<file path="config.mk">
export PLATFORM = sky130hd
export DESIGN_NAME = aec_top
export DESIGN_NICKNAME = d
export VERILOG_FILES = /design/src/design/aec_top.v /design/src/design/aec_trig.v
export VERILOG_INCLUDE_DIRS = /design/src /design/src/design
export SDC_FILE = /design/constraint.sdc
export NUM_CORES = 1
export LEC_CHECK = 0
export BUFFER_PORTS_ARGS = -buffer_cell sky130_fd_sc_hd__buf_2
export CAP_MARGIN = 10
export CORE_MARGIN = 1.5
export CORE_UTILIZATION = 45
export CTS_CLUSTER_DIAMETER = 40
export DETAILED_ROUTE_END_ITERATION = 10
export GPL_ROUTABILITY_DRIVEN = 0
export MAX_ROUTING_LAYER = met4
export PLACE_DENSITY_LB_ADDON = 0.05
export SETUP_SLACK_MARGIN = 0.2
export SLEW_MARGIN = 20
export SYNTH_ARGS = -nofsm -noshare
export SYNTH_HDL_FRONTEND = slang
export SYNTH_SLANG_ARGS = --single-unit
</file>
<file path="constraint.sdc">
create_clock -name ref_clk_in -period 4.6 [get_ports ref_clk_in]
set_input_delay 0.46 -clock ref_clk_in [delete_from_list [all_inputs] [get_ports ref_clk_in]]
set_output_delay 0.46 -clock ref_clk_in [all_outputs]
set_load 0.005 [all_outputs]
</file>
<file path="src/design/aec_consts.vh">
// Constants for the acquisition engine control block
`ifndef AEC_CONSTS_VH
`define AEC_CONSTS_VH
`define AEC_ADDR_W          8
`define AEC_OFS_RUN_CTRL    8'h00
`define AEC_OFS_STATUS      8'h04
`define AEC_OFS_SRC_SEL     8'h08
`define AEC_OFS_VOL_CFG     8'h0c
`define AEC_OFS_VWIN_CTRL   8'h10
`define AEC_CMD_IDLE        4'h0
`define AEC_CMD_RUN         4'h1
`define AEC_CMD_ABORT_V     4'h2
`define AEC_CMD_ABORT_Z     4'h3
`define AEC_CMD_ABORT_Y     4'h4
`define AEC_CMD_ABORT_X     4'h5
`define AEC_CLR_BIT         9
`define AEC_OVF_BIT         4
`define AEC_SYNTH_BIT       31
`define AEC_ST_IDLE         3'h0
`define AEC_ST_VSEQ         3'h1
`define AEC_ST_VOL          3'h2
`define AEC_ST_FRM          3'h3
`define AEC_ST_LINE         3'h4
`define AEC_VOL_INFINITE    16'hffff
`define AEC_VOL_TOTAL_RST   16'h0001
`define AEC_BLK_BEATS_M1    5'h1f
`define AEC_FN_RISE         4'h0
`define AEC_FN_FALL         4'h1
`define AEC_FN_HIGH         4'h2
`define AEC_FN_LOW          4'h3
`define AEC_FN_EITHER       4'h4
`define AEC_TRIG_SRCS       5
`define AEC_CLOSE_FN_LSB    0
`define AEC_CLOSE_SEL_LSB   4
`define AEC_CLOSE_MODE_LSB  8
`define AEC_OPEN_FN_LSB     12
`define AEC_OPEN_SEL_LSB    16
`define AEC_OPEN_MODE_LSB   20
`define AEC_SYNC_LSB        24
`define AEC_VWIN_MASK       32'h0fffffff
`define AEC_MODE_SIZE       4'h0
`define AEC_MODE_TRIG       4'h1
`define AEC_SYNC_SOF        4'h1
`endif

</file>
<file path="src/design/aec_top.v">
// Acquisition engine control registers and nested window sequencer
//
// Chosen here: the strobed register port and the address map.
`include "aec_consts.vh"
// Notes on behaviour
// RL1 - Writing run-level bits 3:0 changes the commanded run level at once.
// RL2 - Reading run level returns last command, not the sequencer state.
// RL3 - Codes: 0 idle, 1 run, 2..5 stop after volume/frame/line/block.
// RL4 - Each stop happens only on a clean boundary of its own unit.
// RL5 - Writing 1 to bit 9 zeroes all four acquired counters.
// RL6 - Status bits 2:0 show live nesting level, idle up to line.
// RL7 - Packet FIFO overflow sets status bit 4 and aborts acquisition.
// RL8 - Source field 7:0 picks stream aggregator; only 0 to 3 work.
// RL9 - Software sets source to its virtual frame grabber number.
// RL10 - Source bit 31 selects the synthetic frame generator.
// RL11 - Volume total bits 15:0 sets volumes; 0xffff runs forever.
// RL12 - With infinite total, software stops by writing run level.
// RL13 - Volume total writes take effect only while state reads idle.
// RL14 - Volume window control holds seven four-bit fields, 31:28 reserved.
// RL15 - Legacy snap/grab/freeze/abort map onto sizes and run levels.
// RL16 - Trigger function: rise, fall, high, low, either edge.
// RL17 - Close mode 0 after N frames; mode 1 trigger then frame end.
// RL18 - Open mode 0 at once; mode 1 waits for trigger condition.
// RL19 - Sync 1 drops pixels before each start of frame marker.
// RL20 - Reserved bits read zero and ignore writes.
module aec_top (
   input  wire        ref_clk_in,
   input  wire        rst_in,
   input  wire [7:0]  reg_addr_in,
   input  wire [31:0] reg_wdata_in,
   input  wire        reg_wr_in,
   input  wire        reg_rd_in,
   output reg  [31:0] reg_rdata_out,
   input  wire [3:0]  strm_valid_in,
   input  wire [3:0]  strm_sof_in,
   input  wire [3:0]  strm_sol_in,
   input  wire [127:0] strm_data_in,
   input  wire        synth_valid_in,
   input  wire        synth_sof_in,
   input  wire        synth_sol_in,
   input  wire [31:0] synth_data_in,
   input  wire [4:0]  trig_in,
   input  wire [15:0] frames_per_volume_in,
   input  wire [15:0] lines_per_frame_in,
   input  wire [15:0] pixels_per_line_in,
   input  wire        packet_fifo_overflow_in,
   output reg         pix_valid_out,
   output reg  [31:0] pix_data_out,
   output reg  [31:0] volumes_acquired_counter_out,
   output reg  [31:0] frames_acquired_counter_out,
   output reg  [31:0] lines_acquired_counter_out,
   output reg  [31:0] pixels_acquired_counter_out,
   output reg  [2:0]  engine_nesting_state_out
);
   localparam [4:0] S_IDLE = 5'h01;
   localparam [4:0] S_VSEQ = 5'h02;
   localparam [4:0] S_VOL  = 5'h04;
   localparam [4:0] S_FRM  = 5'h08;
   localparam [4:0] S_LINE = 5'h10;

   reg  [3:0]  run_level_command_q;
   reg  [7:0]  src_sel_q;
   reg         use_synth_q;
   reg  [15:0] vol_total_q;
   reg  [27:0] vwin_q;
   reg         packet_fifo_overflow_q;
   reg  [4:0]  state_q;
   reg  [4:0]  state_d;
   reg  [15:0] vol_cnt_q;
   reg  [15:0] frm_cnt_q;
   reg  [15:0] line_cnt_q;
   reg  [15:0] pix_cnt_q;
   reg  [4:0]  blk_beat_q;
   reg         close_pend_q;
   reg  [2:0]  state_code;

   wire wr_run  = reg_wr_in & (reg_addr_in == `AEC_OFS_RUN_CTRL);
   wire wr_src  = reg_wr_in & (reg_addr_in == `AEC_OFS_SRC_SEL);
   wire wr_vol  = reg_wr_in & (reg_addr_in == `AEC_OFS_VOL_CFG);
   wire wr_vwin = reg_wr_in & (reg_addr_in == `AEC_OFS_VWIN_CTRL);
   // Start is the write itself, so a finished run does not relaunch
   wire start_req = wr_run &
                    (reg_wdata_in[3:0] == `AEC_CMD_RUN);
   wire clr_cnt = wr_run & reg_wdata_in[`AEC_CLR_BIT];

   wire [3:0] close_fn   = vwin_q[`AEC_CLOSE_FN_LSB +: 4];
   wire [3:0] close_sel  = vwin_q[`AEC_CLOSE_SEL_LSB +: 4];
   wire [3:0] close_mode = vwin_q[`AEC_CLOSE_MODE_LSB +: 4];
   wire [3:0] open_fn    = vwin_q[`AEC_OPEN_FN_LSB +: 4];
   wire [3:0] open_sel   = vwin_q[`AEC_OPEN_SEL_LSB +: 4];
   wire [3:0] open_mode  = vwin_q[`AEC_OPEN_MODE_LSB +: 4];
   wire [3:0] sync_mode  = vwin_q[`AEC_SYNC_LSB +: 4];

   wire open_hit;
   wire close_hit;

   aec_trig u_open_trig (
      .ref_clk_in (ref_clk_in),
      .rst_in     (rst_in),
      .trig_in    (trig_in),
      .sel_in     (open_sel),
      .func_in    (open_fn),
      .hit_out    (open_hit)
   );

   aec_trig u_close_trig (
      .ref_clk_in (ref_clk_in),
      .rst_in     (rst_in),
      .trig_in    (trig_in),
      .sel_in     (close_sel),
      .func_in    (close_fn),
      .hit_out    (close_hit)
   );

   // Source mux; unsupported aggregator numbers deliver nothing
   wire        src_ok = (src_sel_q < 8'h04); // see RL8
   wire [1:0]  sidx   = src_sel_q[1:0];
   wire        s_valid = use_synth_q ? synth_valid_in : // see RL10
                         (src_ok & strm_valid_in[sidx]);
   wire        s_sof  = use_synth_q ? synth_sof_in : strm_sof_in[sidx];
   wire        s_sol  = use_synth_q ? synth_sol_in : strm_sol_in[sidx];
   wire [31:0] s_data = use_synth_q ? synth_data_in :
                        strm_data_in[{sidx, 5'h00} +: 32];

   // Stop points per granularity; codes above 5 behave as idle
   wire cmd_run  = (run_level_command_q == `AEC_CMD_RUN); // see RL3
   wire stop_vol = ~cmd_run &
                   (run_level_command_q != `AEC_CMD_ABORT_V);
   wire stop_frm = stop_vol &
                   (run_level_command_q != `AEC_CMD_ABORT_Z);
   wire stop_blk = stop_frm &
                   (run_level_command_q != `AEC_CMD_ABORT_Y);

   wire vols_done  = (vol_total_q != `AEC_VOL_INFINITE) &
                     (vol_cnt_q >= vol_total_q); // see RL11
   wire frms_done  = (frm_cnt_q >= frames_per_volume_in);
   wire lines_done = (line_cnt_q >= lines_per_frame_in);
   wire last_pix   = ({16'h0000, pix_cnt_q} + 32'h1) >=
                     {16'h0000, pixels_per_line_in};
   wire vol_close  = (close_mode == `AEC_MODE_TRIG) ? close_pend_q :
                     frms_done; // see RL17

   wire take_first = (state_q == S_FRM) & ~lines_done & ~stop_frm &
                     s_valid & s_sol;
   wire take_pix   = take_first | ((state_q == S_LINE) & s_valid);
   wire blk_end    = (blk_beat_q == `AEC_BLK_BEATS_M1);

   always @* begin
      state_d = state_q;
      case (state_q)
         S_IDLE: begin
            if (start_req)
               state_d = S_VSEQ;
         end
         S_VSEQ: begin
            if (~cmd_run | vols_done) // see RL4
               state_d = S_IDLE;
            else if (open_mode != `AEC_MODE_TRIG | open_hit) // see RL18
               state_d = S_VOL;
         end
         S_VOL: begin
            if (vol_close)
               state_d = S_VSEQ;
            else if (stop_vol) // see RL4
               state_d = S_IDLE;
            else if (sync_mode != `AEC_SYNC_SOF | (s_valid & s_sof))
               state_d = S_FRM; // see RL19
         end
         S_FRM: begin
            if (lines_done)
               state_d = S_VOL;
            else if (stop_frm) // see RL4
               state_d = S_IDLE;
            else if (take_first)
               state_d = last_pix ? S_FRM : S_LINE;
         end
         S_LINE: begin
            if (s_valid & last_pix)
               state_d = S_FRM;
            else if (stop_blk & s_valid & blk_end) // see RL4
               state_d = S_IDLE;
         end
         default: state_d = S_IDLE;
      endcase
      if (packet_fifo_overflow_in)
         state_d = S_IDLE; // see RL7
   end

   always @(posedge ref_clk_in) begin
      if (rst_in) begin
         state_q      <= S_IDLE;
         vol_cnt_q    <= 16'h0000;
         frm_cnt_q    <= 16'h0000;
         line_cnt_q   <= 16'h0000;
         pix_cnt_q    <= 16'h0000;
         blk_beat_q   <= 5'h00;
         close_pend_q <= 1'b0;
      end else begin
         state_q <= state_d;
         if (state_q == S_IDLE)
            vol_cnt_q <= 16'h0000;
         else if (state_q == S_VOL && state_d == S_VSEQ)
            vol_cnt_q <= vol_cnt_q + 16'h0001;
         if (state_q == S_VSEQ)
            frm_cnt_q <= 16'h0000;
         else if (state_q == S_FRM && state_d == S_VOL)
            frm_cnt_q <= frm_cnt_q + 16'h0001;
         if (state_q == S_VOL)
            line_cnt_q <= 16'h0000;
         else if (take_pix && last_pix)
            line_cnt_q <= line_cnt_q + 16'h0001;
         if (take_pix && last_pix)
            pix_cnt_q <= 16'h0000;
         else if (take_pix)
            pix_cnt_q <= pix_cnt_q + 16'h0001;
         if (take_pix && last_pix)
            blk_beat_q <= 5'h00;
         else if (take_pix)
            blk_beat_q <= blk_beat_q + 5'h01;
         // Close trigger is remembered until the volume closes or the engine goes idle
         if (state_q == S_VSEQ || state_q == S_IDLE)
            close_pend_q <= 1'b0;
         else if (close_mode == `AEC_MODE_TRIG && close_hit)
            close_pend_q <= 1'b1; // see RL17
      end
   end

   // Acquired counters and pixel output
   always @(posedge ref_clk_in) begin
      if (rst_in) begin
         volumes_acquired_counter_out <= 32'h0;
         frames_acquired_counter_out  <= 32'h0;
         lines_acquired_counter_out   <= 32'h0;
         pixels_acquired_counter_out  <= 32'h0;
         pix_valid_out <= 1'b0;
         pix_data_out  <= 32'h0;
      end else begin
         pix_valid_out <= take_pix;
         if (take_pix)
            pix_data_out <= s_data;
         if (clr_cnt) begin // see RL5
            volumes_acquired_counter_out <= 32'h0;
            frames_acquired_counter_out  <= 32'h0;
            lines_acquired_counter_out   <= 32'h0;
            pixels_acquired_counter_out  <= 32'h0;
         end else begin
            if (state_q == S_VOL && state_d == S_VSEQ)
               volumes_acquired_counter_out <=
                  volumes_acquired_counter_out + 32'h1;
            if (state_q == S_FRM && state_d == S_VOL)
               frames_acquired_counter_out <=
                  frames_acquired_counter_out + 32'h1;
            if (take_pix && last_pix)
               lines_acquired_counter_out <=
                  lines_acquired_counter_out + 32'h1;
            if (take_pix)
               pixels_acquired_counter_out <=
                  pixels_acquired_counter_out + 32'h1;
         end
      end
   end

   always @* begin
      case (state_d)
         S_VSEQ:  state_code = `AEC_ST_VSEQ;
         S_VOL:   state_code = `AEC_ST_VOL;
         S_FRM:   state_code = `AEC_ST_FRM;
         S_LINE:  state_code = `AEC_ST_LINE;
         default: state_code = `AEC_ST_IDLE;
      endcase
   end

   // Register file
   always @(posedge ref_clk_in) begin
      if (rst_in) begin
         run_level_command_q    <= `AEC_CMD_IDLE;
         src_sel_q              <= 8'h00;
         use_synth_q            <= 1'b0;
         vol_total_q            <= `AEC_VOL_TOTAL_RST;
         vwin_q                 <= 28'h0000000;
         packet_fifo_overflow_q <= 1'b0;
         engine_nesting_state_out <= `AEC_ST_IDLE;
      end else begin
         engine_nesting_state_out <= state_code; // see RL6
         if (wr_run)
            run_level_command_q <= reg_wdata_in[3:0]; // see RL1
         if (wr_src) begin
            src_sel_q   <= reg_wdata_in[7:0]; // see RL8
            use_synth_q <= reg_wdata_in[`AEC_SYNTH_BIT]; // see RL10
         end
         // Discarded unless the engine reads idle
         if (wr_vol && engine_nesting_state_out == `AEC_ST_IDLE)
            vol_total_q <= reg_wdata_in[15:0]; // see RL13
         if (wr_vwin)
            vwin_q <= reg_wdata_in[27:0]; // see RL14
         // Overflow flag cleared by a run start; a new overflow wins
         if (packet_fifo_overflow_in)
            packet_fifo_overflow_q <= 1'b1; // see RL7
         else if (start_req)
            packet_fifo_overflow_q <= 1'b0;
      end
   end

   always @(posedge ref_clk_in) begin
      if (rst_in) begin
         reg_rdata_out <= 32'h0;
      end else if (reg_rd_in) begin
         case (reg_addr_in) // see RL20
            `AEC_OFS_RUN_CTRL:
               reg_rdata_out <= {28'h0, run_level_command_q}; // see RL2
            `AEC_OFS_STATUS:
               reg_rdata_out <= {27'h0, packet_fifo_overflow_q, 1'b0,
                                 engine_nesting_state_out};
            `AEC_OFS_SRC_SEL:
               reg_rdata_out <= {use_synth_q, 23'h0, src_sel_q};
            `AEC_OFS_VOL_CFG:
               reg_rdata_out <= {16'h0, vol_total_q};
            `AEC_OFS_VWIN_CTRL:
               reg_rdata_out <= {4'h0, vwin_q};
            default:
               reg_rdata_out <= 32'h0;
         endcase
      end else begin
         reg_rdata_out <= 32'h0;
      end
   end
endmodule // aec_top

</file>
<file path="src/design/aec_trig.v">
// Trigger source select and condition decode for window open or close
`include "aec_consts.vh"
module aec_trig (
   input  wire       ref_clk_in,
   input  wire       rst_in,
   input  wire [4:0] trig_in,
   input  wire [3:0] sel_in,
   input  wire [3:0] func_in,
   output reg        hit_out
);
   reg  [4:0] prev_q;
   wire       valid_sel;
   wire       cur;
   wire       prev;

   always @(posedge ref_clk_in) begin
      if (rst_in) begin
         prev_q <= 5'h00;
      end else begin
         prev_q <= trig_in;
      end
   end

   // Unsupported selections never fire
   assign valid_sel = (sel_in < `AEC_TRIG_SRCS);
   assign cur  = valid_sel & trig_in[sel_in[2:0]];
   assign prev = valid_sel & prev_q[sel_in[2:0]];

   always @* begin
      case (func_in) // see RL16
         `AEC_FN_RISE:   hit_out = cur & ~prev;
         `AEC_FN_FALL:   hit_out = ~cur & prev;
         `AEC_FN_HIGH:   hit_out = valid_sel & cur;
         `AEC_FN_LOW:    hit_out = valid_sel & ~cur;
         `AEC_FN_EITHER: hit_out = cur ^ prev;
         default:        hit_out = 1'b0;
      endcase
   end
endmodule // aec_trig

</file>
==> impl_metrics.tcl, run 1 <==
set metrics [dict create \
    status "finished, final reports clean" \
    cts_root_buffer "clkbuf_16" \
    slew-limit-headroom 0.299 \
    clk_latency_ns 0.58 \
    synth_top_flop_cell "dfxtp_1" \
    postCtsHoldBufs 0 \
    dp.cells 2927 \
    muxShareOfSynthArea 0.0894 \
    min_to "vwin_q[25]" \
    ys.warnings.count 0 \
    final_area_sq_mm 0.0220 \
    cts_inserted_buffers 50 \
    drive_above_1_share 0.256 \
    synth.most_common_cell "dfxtp_1" \
    power.total_mw 7.11 \
    hold_start "reg_wdata_in[25]" \
    fp.dieH_um 200 \
    drv_cap 0 \
    cts_tree "done" \
    setup_viol 0 \
    synth_top_family_by_area "simple AND/OR/NAND/NOR gates" \
    synth_edf_count 0 \
    dieArea_sq_mm 0.0401 \
    ant_nets 0 \
    syn_inst 2038 \
    cts.sinks 331 \
    max_freq_mhz 253 \
    finalHoldViolations 0 \
    hold_path_depth 3 \
    ios 469 \
    synthTopCellsByCount "331 x dfxtp_1, 229 x nor2_1, 202 x nand2_1" \
    antenna_found_initial 19 \
    power.density_mw_per_mm2 323 \
    num-nets-final 2814 \
    synthSimpleGateAreaFrac 0.235 \
    area_growth_pct 25.8 \
    critPathMaxFanout 10 \
    grt_pass1_wl_um 85200 \
    avgSynthCellArea_sq_um 8.58 \
    crit_type "reg -> reg" \
    worstMarginPinSlew_ns 1.05 \
    overflow 0 \
    wire_per_inst_um 17.9 \
    hpwl_um 41000 \
    fin_crit_ns 3.95 \
    crit_path_end_kind "flop" \
    synth_seq_cells 331 \
    rows 72 \
    grt_max_degree 90 \
    synthXorXnorAreaFrac 0.0681 \
    min_path_type "in -> reg" \
    fin_skew_ns 0.0187 \
    syn_area_sq_mm 0.0175 \
    fill_cells 3643 \
    reg2reg_setup_slack_ns 0.65 \
    die_w_um 200 \
    peakVddDrop_mv 0.233 \
    yosys.area.top_type "dfxtp_1" \
    finalCritPeriodShare 0.860 \
    async_reset_ff_frac 0 \
    worstRegToRegCells 15 \
    synth_compound_area_frac 0.123 \
    clk_pin_slew_ns 0.06 \
    first_pass_iters 6 \
    rsz0062_at_grt "no" \
    cp-start-kind "flop" \
    drt_iter0_drc 907 \
    leakagePower_nw 9.05 \
    synth-seq-area-share 0.379 \
    grt_use_total 0.273 \
    fin_tns_setup_ns 0 \
    synthTopCellsByArea "dfxtp_1 38%, ha_1 5.6%, mux4_2 5.0%" \
    drc_errors 0 \
    r2r_start "pix_cnt_q[0]" \
    cts_max_path_buffers 3 \
    avgViaCountPerCell 5.47 \
    grt_pass1_vias 16000 \
    rr_endpoint "lines_acquired_counter_out[7]" \
    worstPathArrival_ns 4.45 \
    synth_fa_ha_area_frac 0.0558 \
    start_util 0.455 \
    coreArea_sq_mm 0.0385 \
    drv_slew 0 \
    synth_top_area_frac 0.379 \
    portBuffers 462 \
    hold_slack_ns 0.125 \
    h-tree-depth 2 \
    routed_wl_um 54300 \
    ys_types 72 \
    vias 16600 \
    cp_data_required_time_ns 5.10 \
    finalNonFillerCells 3040 \
    placed_cell_area_sq_mm 0.0202 \
]
-- kinds of logic (layout without fill, tap and decap cells) --
logic type	after synthesis	in the layout
flops	331	331
compound gates	343	343
simple gates	830	830
other cells	1	20
fa+ha+maj	78	78
xor+xnor	136	136
mux	107	107
buf+inv	212	677
-- critical path, cell delays in order (launching register included) --
cell and delay (ns):
dfxtp_1 0.40, ha_1 0.23, nand3_1 0.19, nor2_1 0.20, nand3_1 0.14, nor3_1 0.41
xor2_1 0.14, ha_1 0.34, nand4_1 0.13, nor3_1 0.21, a211oi_1 0.13, o21ai_2 0.17
nand2_1 0.26, buf_4 0.27, or4_1 0.49, a21oi_1 0.15
-- cell type report --
type | count | area, sq um | share of cell area
Multi-Input combinational cell | 1497 | 10000 | 0.457
Sequential cell | 331 | 6630 | 0.301
Timing Repair Buffer | 481 | 2480 | 0.113
Clock buffer | 63 | 1420 | 0.0647
Tap cell | 518 | 648 | 0.0295
Inverter | 102 | 383 | 0.0174
Clock inverter | 31 | 347 | 0.0158
Antenna cell | 17 | 42.5 | 0.00193
-- timing repair --
action                     in CTS  in global routing
resized for setup               0                  2
setup endpoints to repair       0                 12
setup buffers                   0                  2
-- stage by stage --
stage	utilization	setup slack, ns
after CTS	0.570	0.525
final	0.572	0.646
after floorplan	-	1.04
after detailed placement	0.524	0.528
after global routing	0.572	0.264
after global placement	0.524	0.622
-- report_power, final --
group,switching [mW],total (mW),internal [mW],leakage (nW)
Sequential,0.00246,2.87,2.87,2.67
Clock,1.45,3.95,2.50,0.851
Combinational,0.150,0.293,0.143,5.53
-- placed cells by master, fill, tap and decap left out, types with 7 or more instances in the layout --
cell	instances
nand2_1	201
o31ai_1	26
a22oi_1	15
nor4_1	28
and3_1	47
inv_1	102
nor3_1	43
nand2b_1	7
buf_4	18
buf_2	461
nor2b_1	12
nand3_1	63
or4_1	29
xnor2_1	70
a21o_1	7
o21ai_0	59
mux2i_1	64
clkbuf_16	53
a21oi_1	138
mux4_2	39
o21a_1	9
or3_1	39
a211oi_1	39
o211ai_1	7
nor3b_1	8
dfxtp_1	328
nor2_1	229
xor2_1	66
clkinv_2	7
diode_2	17
clkinvlp_4	8
and2_1	15
and4_1	12
ha_1	78
nand4_1	67
-- flip-flops by register name, summed over array words and instances, names as in the netlist --
register and flops:
lines_acquired_counter_out 32, packet_fifo_overflow_q 1, frames_acquired_counter_out 32, volumes_acquired_counter_out 32, vwin_q 28, pix_data_out 32, use_synth_q 1, frm_cnt_q 16
pix_valid_out 1, src_sel_q 8, reg_rdata_out 29, pixels_acquired_counter_out 32, close_pend_q 1, line_cnt_q 16, vol_cnt_q 16, engine_nesting_state_out 3
pix_cnt_q 16, state_q 5, vol_total_q 16, run_level_command_q 4, u_close_trig.prev_q 5, blk_beat_q 5
-- metal layers --
layer,up-vias,track usage,wire (um)
met1,7808,0.309,21700
met5,-,-,0
met2,524,0.460,26800
met4,0,0.143,2480
li1,8156,-,-
met3,135,0.0509,3350
-- worst max path at each step --
stage	cells past startpoint	end	slack, ns	start
6_report	15	lines_acquired_counter_out[7]	0.65	pix_cnt_q[0]
5_1_grt	15	engine_nesting_state_out[0]	0.26	pix_cnt_q[0]
4_1_cts	14	pix_cnt_q[1]	0.53	pix_cnt_q[0]
3_5_place_dp	15	lines_acquired_counter_out[29]	0.53	pix_cnt_q[0]
3_3_place_gp	15	lines_acquired_counter_out[31]	0.62	pix_cnt_q[0]
2_1_floorplan	16	line_cnt_q[4]	1.04	pix_cnt_q[0]
(Power assumes the default switching activity.)
==> run 2: changes to the inputs <==
--- a/config.mk
+++ b/config.mk
@@ -10,4 +10,6 @@
 export CAP_MARGIN = 10
+export CELL_PAD_IN_SITES_DETAIL_PLACEMENT = 1
+export CELL_PAD_IN_SITES_GLOBAL_PLACEMENT = 2
 export CORE_MARGIN = 1.5
-export CORE_UTILIZATION = 45
+export CORE_UTILIZATION = 31
 export CTS_CLUSTER_DIAMETER = 40
==> constraint.sdc (replaced) <==
create_clock -name ref_clk_in -period 4.6 [get_ports ref_clk_in]
set_input_delay 0.92 -clock ref_clk_in [delete_from_list [all_inputs] [get_ports ref_clk_in]]
set_output_delay 0.92 -clock ref_clk_in [all_outputs]
set_load 0.005 [all_outputs]
==> run 2 against run 1 <==
First-iteration DRC count is 19% lower. Register-to-register slack hardly changed. Clock power is 45% higher. Final cell count is 9.5% higher. Critical path depth stayed put. Via count is 1.6% higher. Sequential share of layout area is 1.8 points lower. Largest cell class unchanged.
==> impl_metrics.tcl, run 2 (synthesis gave the netlist of run 1 again) <==
set metrics [dict create \
    hold_slack_ns 0.462 \
    finalNonFillerCells 3328 \
    rsz0062_at_grt "no" \
    fin_tns_setup_ns 0 \
    crit_type "reg -> reg" \
    grt_use_total 0.225 \
    final_common_cell "buf_2" \
    dp.cells 3174 \
    worstPathArrival_ns 4.44 \
    fill_cells 6599 \
    status "finished, final reports clean" \
    first_pass_iters 4 \
    postCtsHoldBufs 0 \
    num-nets-final 2859 \
    ant_nets 0 \
    drive_above_1_share 0.272 \
    start_util 0.316 \
    dieArea_sq_mm 0.0578 \
    cts_max_path_buffers 3 \
    seq_area_sq_mm 0.00663 \
    drv_cap 0 \
    clk_pin_slew_ns 0.05 \
    drc_errors 0 \
    routed_wl_um 63800 \
    worstRegToRegCells 15 \
    fp.dieH_um 241 \
    cts_tree "done" \
    die_w_um 241 \
    reg2reg_setup_slack_ns 0.65 \
    rows 86 \
    max_freq_mhz 253 \
    grt_pass1_vias 17700 \
    cts_inserted_buffers 76 \
    crit_end "line_cnt_q[13]" \
    fin_util 0.422 \
    min_path_type "reg -> reg" \
    cp_data_required_time_ns 5.09 \
    critPathMaxFanout 26 \
    fin_skew_ns 0.0233 \
    wire_per_inst_um 19.2 \
    portBuffers 462 \
    avgViaCountPerCell 5.08 \
    final_cell_mix "461 x buf_2, 328 x dfxtp_1, 229 x nor2_1, 201 x nand2_1, 138 x a21oi_1" \
    grt_pass1_wl_um 98300 \
    coreArea_sq_mm 0.0554 \
    leakagePower_nw 9.62 \
    vias 16900 \
    r2r_start "pix_cnt_q[0]" \
    worstMarginPinSlew_ns 0.971 \
    crit_path_end_kind "flop" \
    grt_max_degree 72 \
    ios 469 \
    critPathLaunch "pix_cnt_q[0]" \
    rr_endpoint "line_cnt_q[13]" \
    area_growth_pct 33.7 \
    cts.sinks 331 \
    slew-limit-headroom 0.350 \
    multiInputGateArea_sq_mm 0.0100 \
    finalHoldViolations 0 \
    finalCritPeriodShare 0.860 \
    setup_viol 0 \
    h-tree-depth 3 \
    cp-start-kind "flop" \
    hpwl_um 48400 \
    overflow 0 \
    power.density_mw_per_mm2 381 \
    drv_slew 0 \
    power.total_mw 8.91 \
    drt_iter0_drc 738 \
    antenna_found_initial 14 \
    fin_crit_ns 3.95 \
    peakVddDrop_mv 0.224 \
    clk_latency_ns 0.59 \
    cts_root_buffer "clkbuf_16" \
]
-- run 2: cell count changes in the layout (fill, tap and decap cells not counted), sizes merged --
cell    before  now
inv        107  102
bufinv       5   13
buf        481  499
clkinv      13   22
diode       17   13
clkbuf      63   95
-- run 2: per-layer routing --
| layer | wire [um] | GRT usage |
|---|---|---|
| met1 | 26200 | 0.250 |
| met2 | 32400 | 0.389 |
| met3 | 3080 | 0.0456 |
| met4 | 2090 | 0.0997 |
| met5 | 0 | - |
-- run 2: power by group --
| group | switching (mW) | internal (mW) |
|---|---|---|
| logic | 0.159 | 0.147 |
| registers | 0.00234 | 2.88 |
| clock network | 1.76 | 3.96 |
-- run 2: worst max-delay path, stage by stage (launching register included) --
cell	delay, ns
dfxtp_1	0.40
ha_1	0.23
nand3_1	0.19
nor2_1	0.21
nand3_1	0.16
nor3_2	0.30
xor2_1	0.14
ha_1	0.34
nand4_1	0.14
nor3_1	0.23
a211oi_1	0.14
o21ai_2	0.21
buf_12	0.20
nand2_2	0.21
or4_1	0.56
a21oi_1	0.16
-- run 2: worst min path at each step --
stage,end,cells past startpoint,start
final,blk_beat_q[4],2,blk_beat_q[4]
after global routing,src_sel_q[5],2,src_sel_q[5]
after CTS,vwin_q[24],2,vwin_q[24]
after detailed placement,vwin_q[24],2,vwin_q[24]
after global placement,blk_beat_q[4],2,blk_beat_q[4]
after floorplan,blk_beat_q[4],2,blk_beat_q[4]
-- run 2: layout make-up --
class                           instances  share of cell area
Sequential cell                       331               0.284
Antenna cell                           13             0.00139
Multi-Input combinational cell       1497               0.430
Clock buffer                           94              0.0899
Inverter                              102              0.0164
Clock inverter                         43              0.0257
Timing Repair Buffer                  500               0.113
Tap cell                              748              0.0400
-- run 2: what timing repair did --
action                                  4_1_cts  5_1_grt
buffers inserted                              0        3
gates resized for setup                       0        3
endpoints found under the setup margin        0       43
-- run 2: stage by stage --
stage,instance area (sq um),setup slack [ns]
after global placement,20600,0.463
final,23400,0.645
after CTS,23300,0.292
after detailed placement,20600,0.340
after floorplan,17500,1.04
after global routing,23400,0.209
==> run 3: changes to the inputs <==
- BUFFER_PORTS_ARGS: -buffer_cell sky130_fd_sc_hd__buf_2 -> -buffer_cell sky130_fd_sc_hd__clkbuf_2
==> run 3 against run 2 <==
Clock power fell by 10%. Combinational power barely moved. Global-route usage barely moved. Largest cell class unchanged. Die area did not move. Worst setup slack got worse by 0.075 ns. Final cell count fell by 0.48%. Largest power group unchanged. Fmax fell by 1.9%. Via count barely moved.
==> impl_metrics.tcl, run 3 (synthesis gave the netlist of run 1 again) <==
set metrics [dict create \
    final_common_cell "clkbuf_2" \
    combPwrFrac 0.037 \
    peakVddDrop_mv 0.221 \
    highest_layer "met4" \
    drt_iter0_drc 555 \
    drv_cap 0 \
    dieArea_sq_mm 0.0578 \
    h-tree-depth 3 \
    finalHoldViolations 0 \
    power.density_mw_per_mm2 361 \
    worstRegToRegCells 14 \
    min_to "blk_beat_q[4]" \
    die_w_um 241 \
    critPathMaxFanout 21 \
    path_delay_family "simple AND/OR/NAND/NOR gates" \
    crit_path_end_kind "flop" \
    grt_pass1_wl_um 98700 \
    setup_viol 0 \
    slew-limit-headroom 0.333 \
    ant_nets 0 \
    ios 469 \
    path_cells "nand3_1, nor3_1, and3_1, and3_1, and3_1, nand3_1, xnor2_1, ha_1, a221oi_1, o21ai_2, buf_6, a21boi_0, o311ai_0, o21ai_0" \
    hold_path_depth 2 \
    p_switching_mw 1.91 \
    grt_max_degree 76 \
    cpPeakStageDelay_ns 0.55 \
    worstPathArrival_ns 4.45 \
    cp-start-kind "flop" \
    min_path_type "reg -> reg" \
    crit_type "reg -> reg" \
    fin_tns_setup_ns 0 \
    cpMaxStageDelayCell "o311ai_0" \
    r2r_start "pix_cnt_q[2]" \
    cp_data_required_time_ns 5.02 \
    reg2reg_setup_slack_ns 0.57 \
    antenna_found_initial 7 \
    start_util 0.316 \
    routed_wl_um 63900 \
    met3_length_um 3500 \
    rows 86 \
    cts.sinks 331 \
    cts_max_path_buffers 3 \
    grt_use_total 0.225 \
    drv_slew 0 \
    coreArea_sq_mm 0.0554 \
    first_pass_iters 4 \
    leakagePower_nw 9.34 \
    cts_tree "done" \
    cp_num_buf_inv 1 \
    portBuffers 462 \
    rr_endpoint "engine_nesting_state_out[0]" \
    clkPwrFrac 0.617 \
    fin_util 0.416 \
    area_growth_pct 31.8 \
    avgViaCountPerCell 5.10 \
    hold_start "blk_beat_q[4]" \
    clk_latency_ns 0.59 \
    wire_per_inst_um 19.3 \
    max_freq_mhz 248 \
    cts_root_buffer "clkbuf_16" \
    grt_pass1_vias 17700 \
    drc_errors 0 \
    p_int_mw 6.41 \
    num-nets-final 2853 \
    final_cell_mix "461 x clkbuf_2, 328 x dfxtp_1, 229 x nor2_1, 202 x nand2_1, 138 x a21oi_1" \
    clk_pin_slew_ns 0.05 \
    finalCritPeriodShare 0.876 \
    fin_skew_ns 0.0295 \
    seqPwrFrac 0.346 \
    fp.dieH_um 241 \
    wl_met1_um 25800 \
    drive_above_1_share 0.268 \
    critPathMostFrequentCell "and3_1" \
    hpwl_um 48500 \
    worstMarginPinSlew_ns 1.00 \
    status "finished, final reports clean" \
    vias 16900 \
    p_sw_frac 0.230 \
    overflow 0 \
    wl_met2_um 33000 \
    fin_crit_ns 4.03 \
    crit_cells 14 \
    cts_inserted_buffers 70 \
    rsz0062_at_grt "no" \
]
[run 3: area by class of cell]
type                    instances  area (sq um)
fillers                      6652         32400
multi-input cells            1497         10000
flip-flops and latches        331          6630
repair buffers                500          2640
clock buffers                  86          1880
well taps                     748           936
clock inverters                41           514
inverters                     102           383
diodes                          7          17.5
[run 3: worst reg2reg max path, stage by stage, from the launching register on]
cell and delay, ns:
dfxtp_1 0.40, nand3_1 0.20, nor3_1 0.42, and3_1 0.28, and3_1 0.22, and3_1 0.27, nand3_1 0.12, xnor2_1 0.15
ha_1 0.30, a221oi_1 0.32, o21ai_2 0.10, buf_6 0.19, a21boi_0 0.15, o311ai_0 0.55, o21ai_0 0.20
[run 3: layer usage]
| metal | vias to the layer above | global-route usage |
|---|---|---|
| li1 | 8222 | - |
| met1 | 8223 | 0.247 |
| met2 | 375 | 0.397 |
| met3 | 78 | 0.0493 |
| met4 | 0 | 0.0825 |
| met5 | - | - |
[run 3: worst max-delay path by stage]
stage | startpoint | end
2_1_floorplan | pix_cnt_q[0] | line_cnt_q[4]
3_3_place_gp | pix_cnt_q[0] | lines_acquired_counter_out[31]
3_5_place_dp | pix_cnt_q[0] | lines_acquired_counter_out[31]
4_1_cts | pix_cnt_q[0] | lines_acquired_counter_out[31]
5_1_grt | pix_cnt_q[0] | engine_nesting_state_out[0]
6_report | pix_cnt_q[2] | engine_nesting_state_out[0]
[run 3: repair_timing]
action                     CTS  global route
gates resized for setup      0             2
setup endpoints to repair    0            22
buffers inserted             0             3
hold buffers                 0             0
hold endpoints to repair     0             0
[run 3: through the flow]
stage	setup WS, ns	total power [mW]	hold slack [ns]	cells	area [sq um]
after floorplan	1.04	3.07	0.435	2040	17500
after global placement	0.525	3.24	0.443	3174	20600
after detailed placement	0.441	3.25	0.451	3175	20600
after CTS	0.410	8.45	0.458	3302	23000
after global routing	0.201	8.62	0.491	3312	23000
final	0.570	8.32	0.455	3312	23000
[run 3: power by group through the flow]
| stage | combinational [mW] | clock, mW | sequential, mW |
|---|---|---|---|
| floorplan | 0.131 | 0 | 2.93 |
| global placement | 0.302 | 0 | 2.94 |
| detailed placement | 0.310 | 0 | 2.94 |
| CTS | 0.312 | 5.26 | 2.88 |
| global route | 0.338 | 5.41 | 2.88 |
| finish | 0.305 | 5.13 | 2.88 |
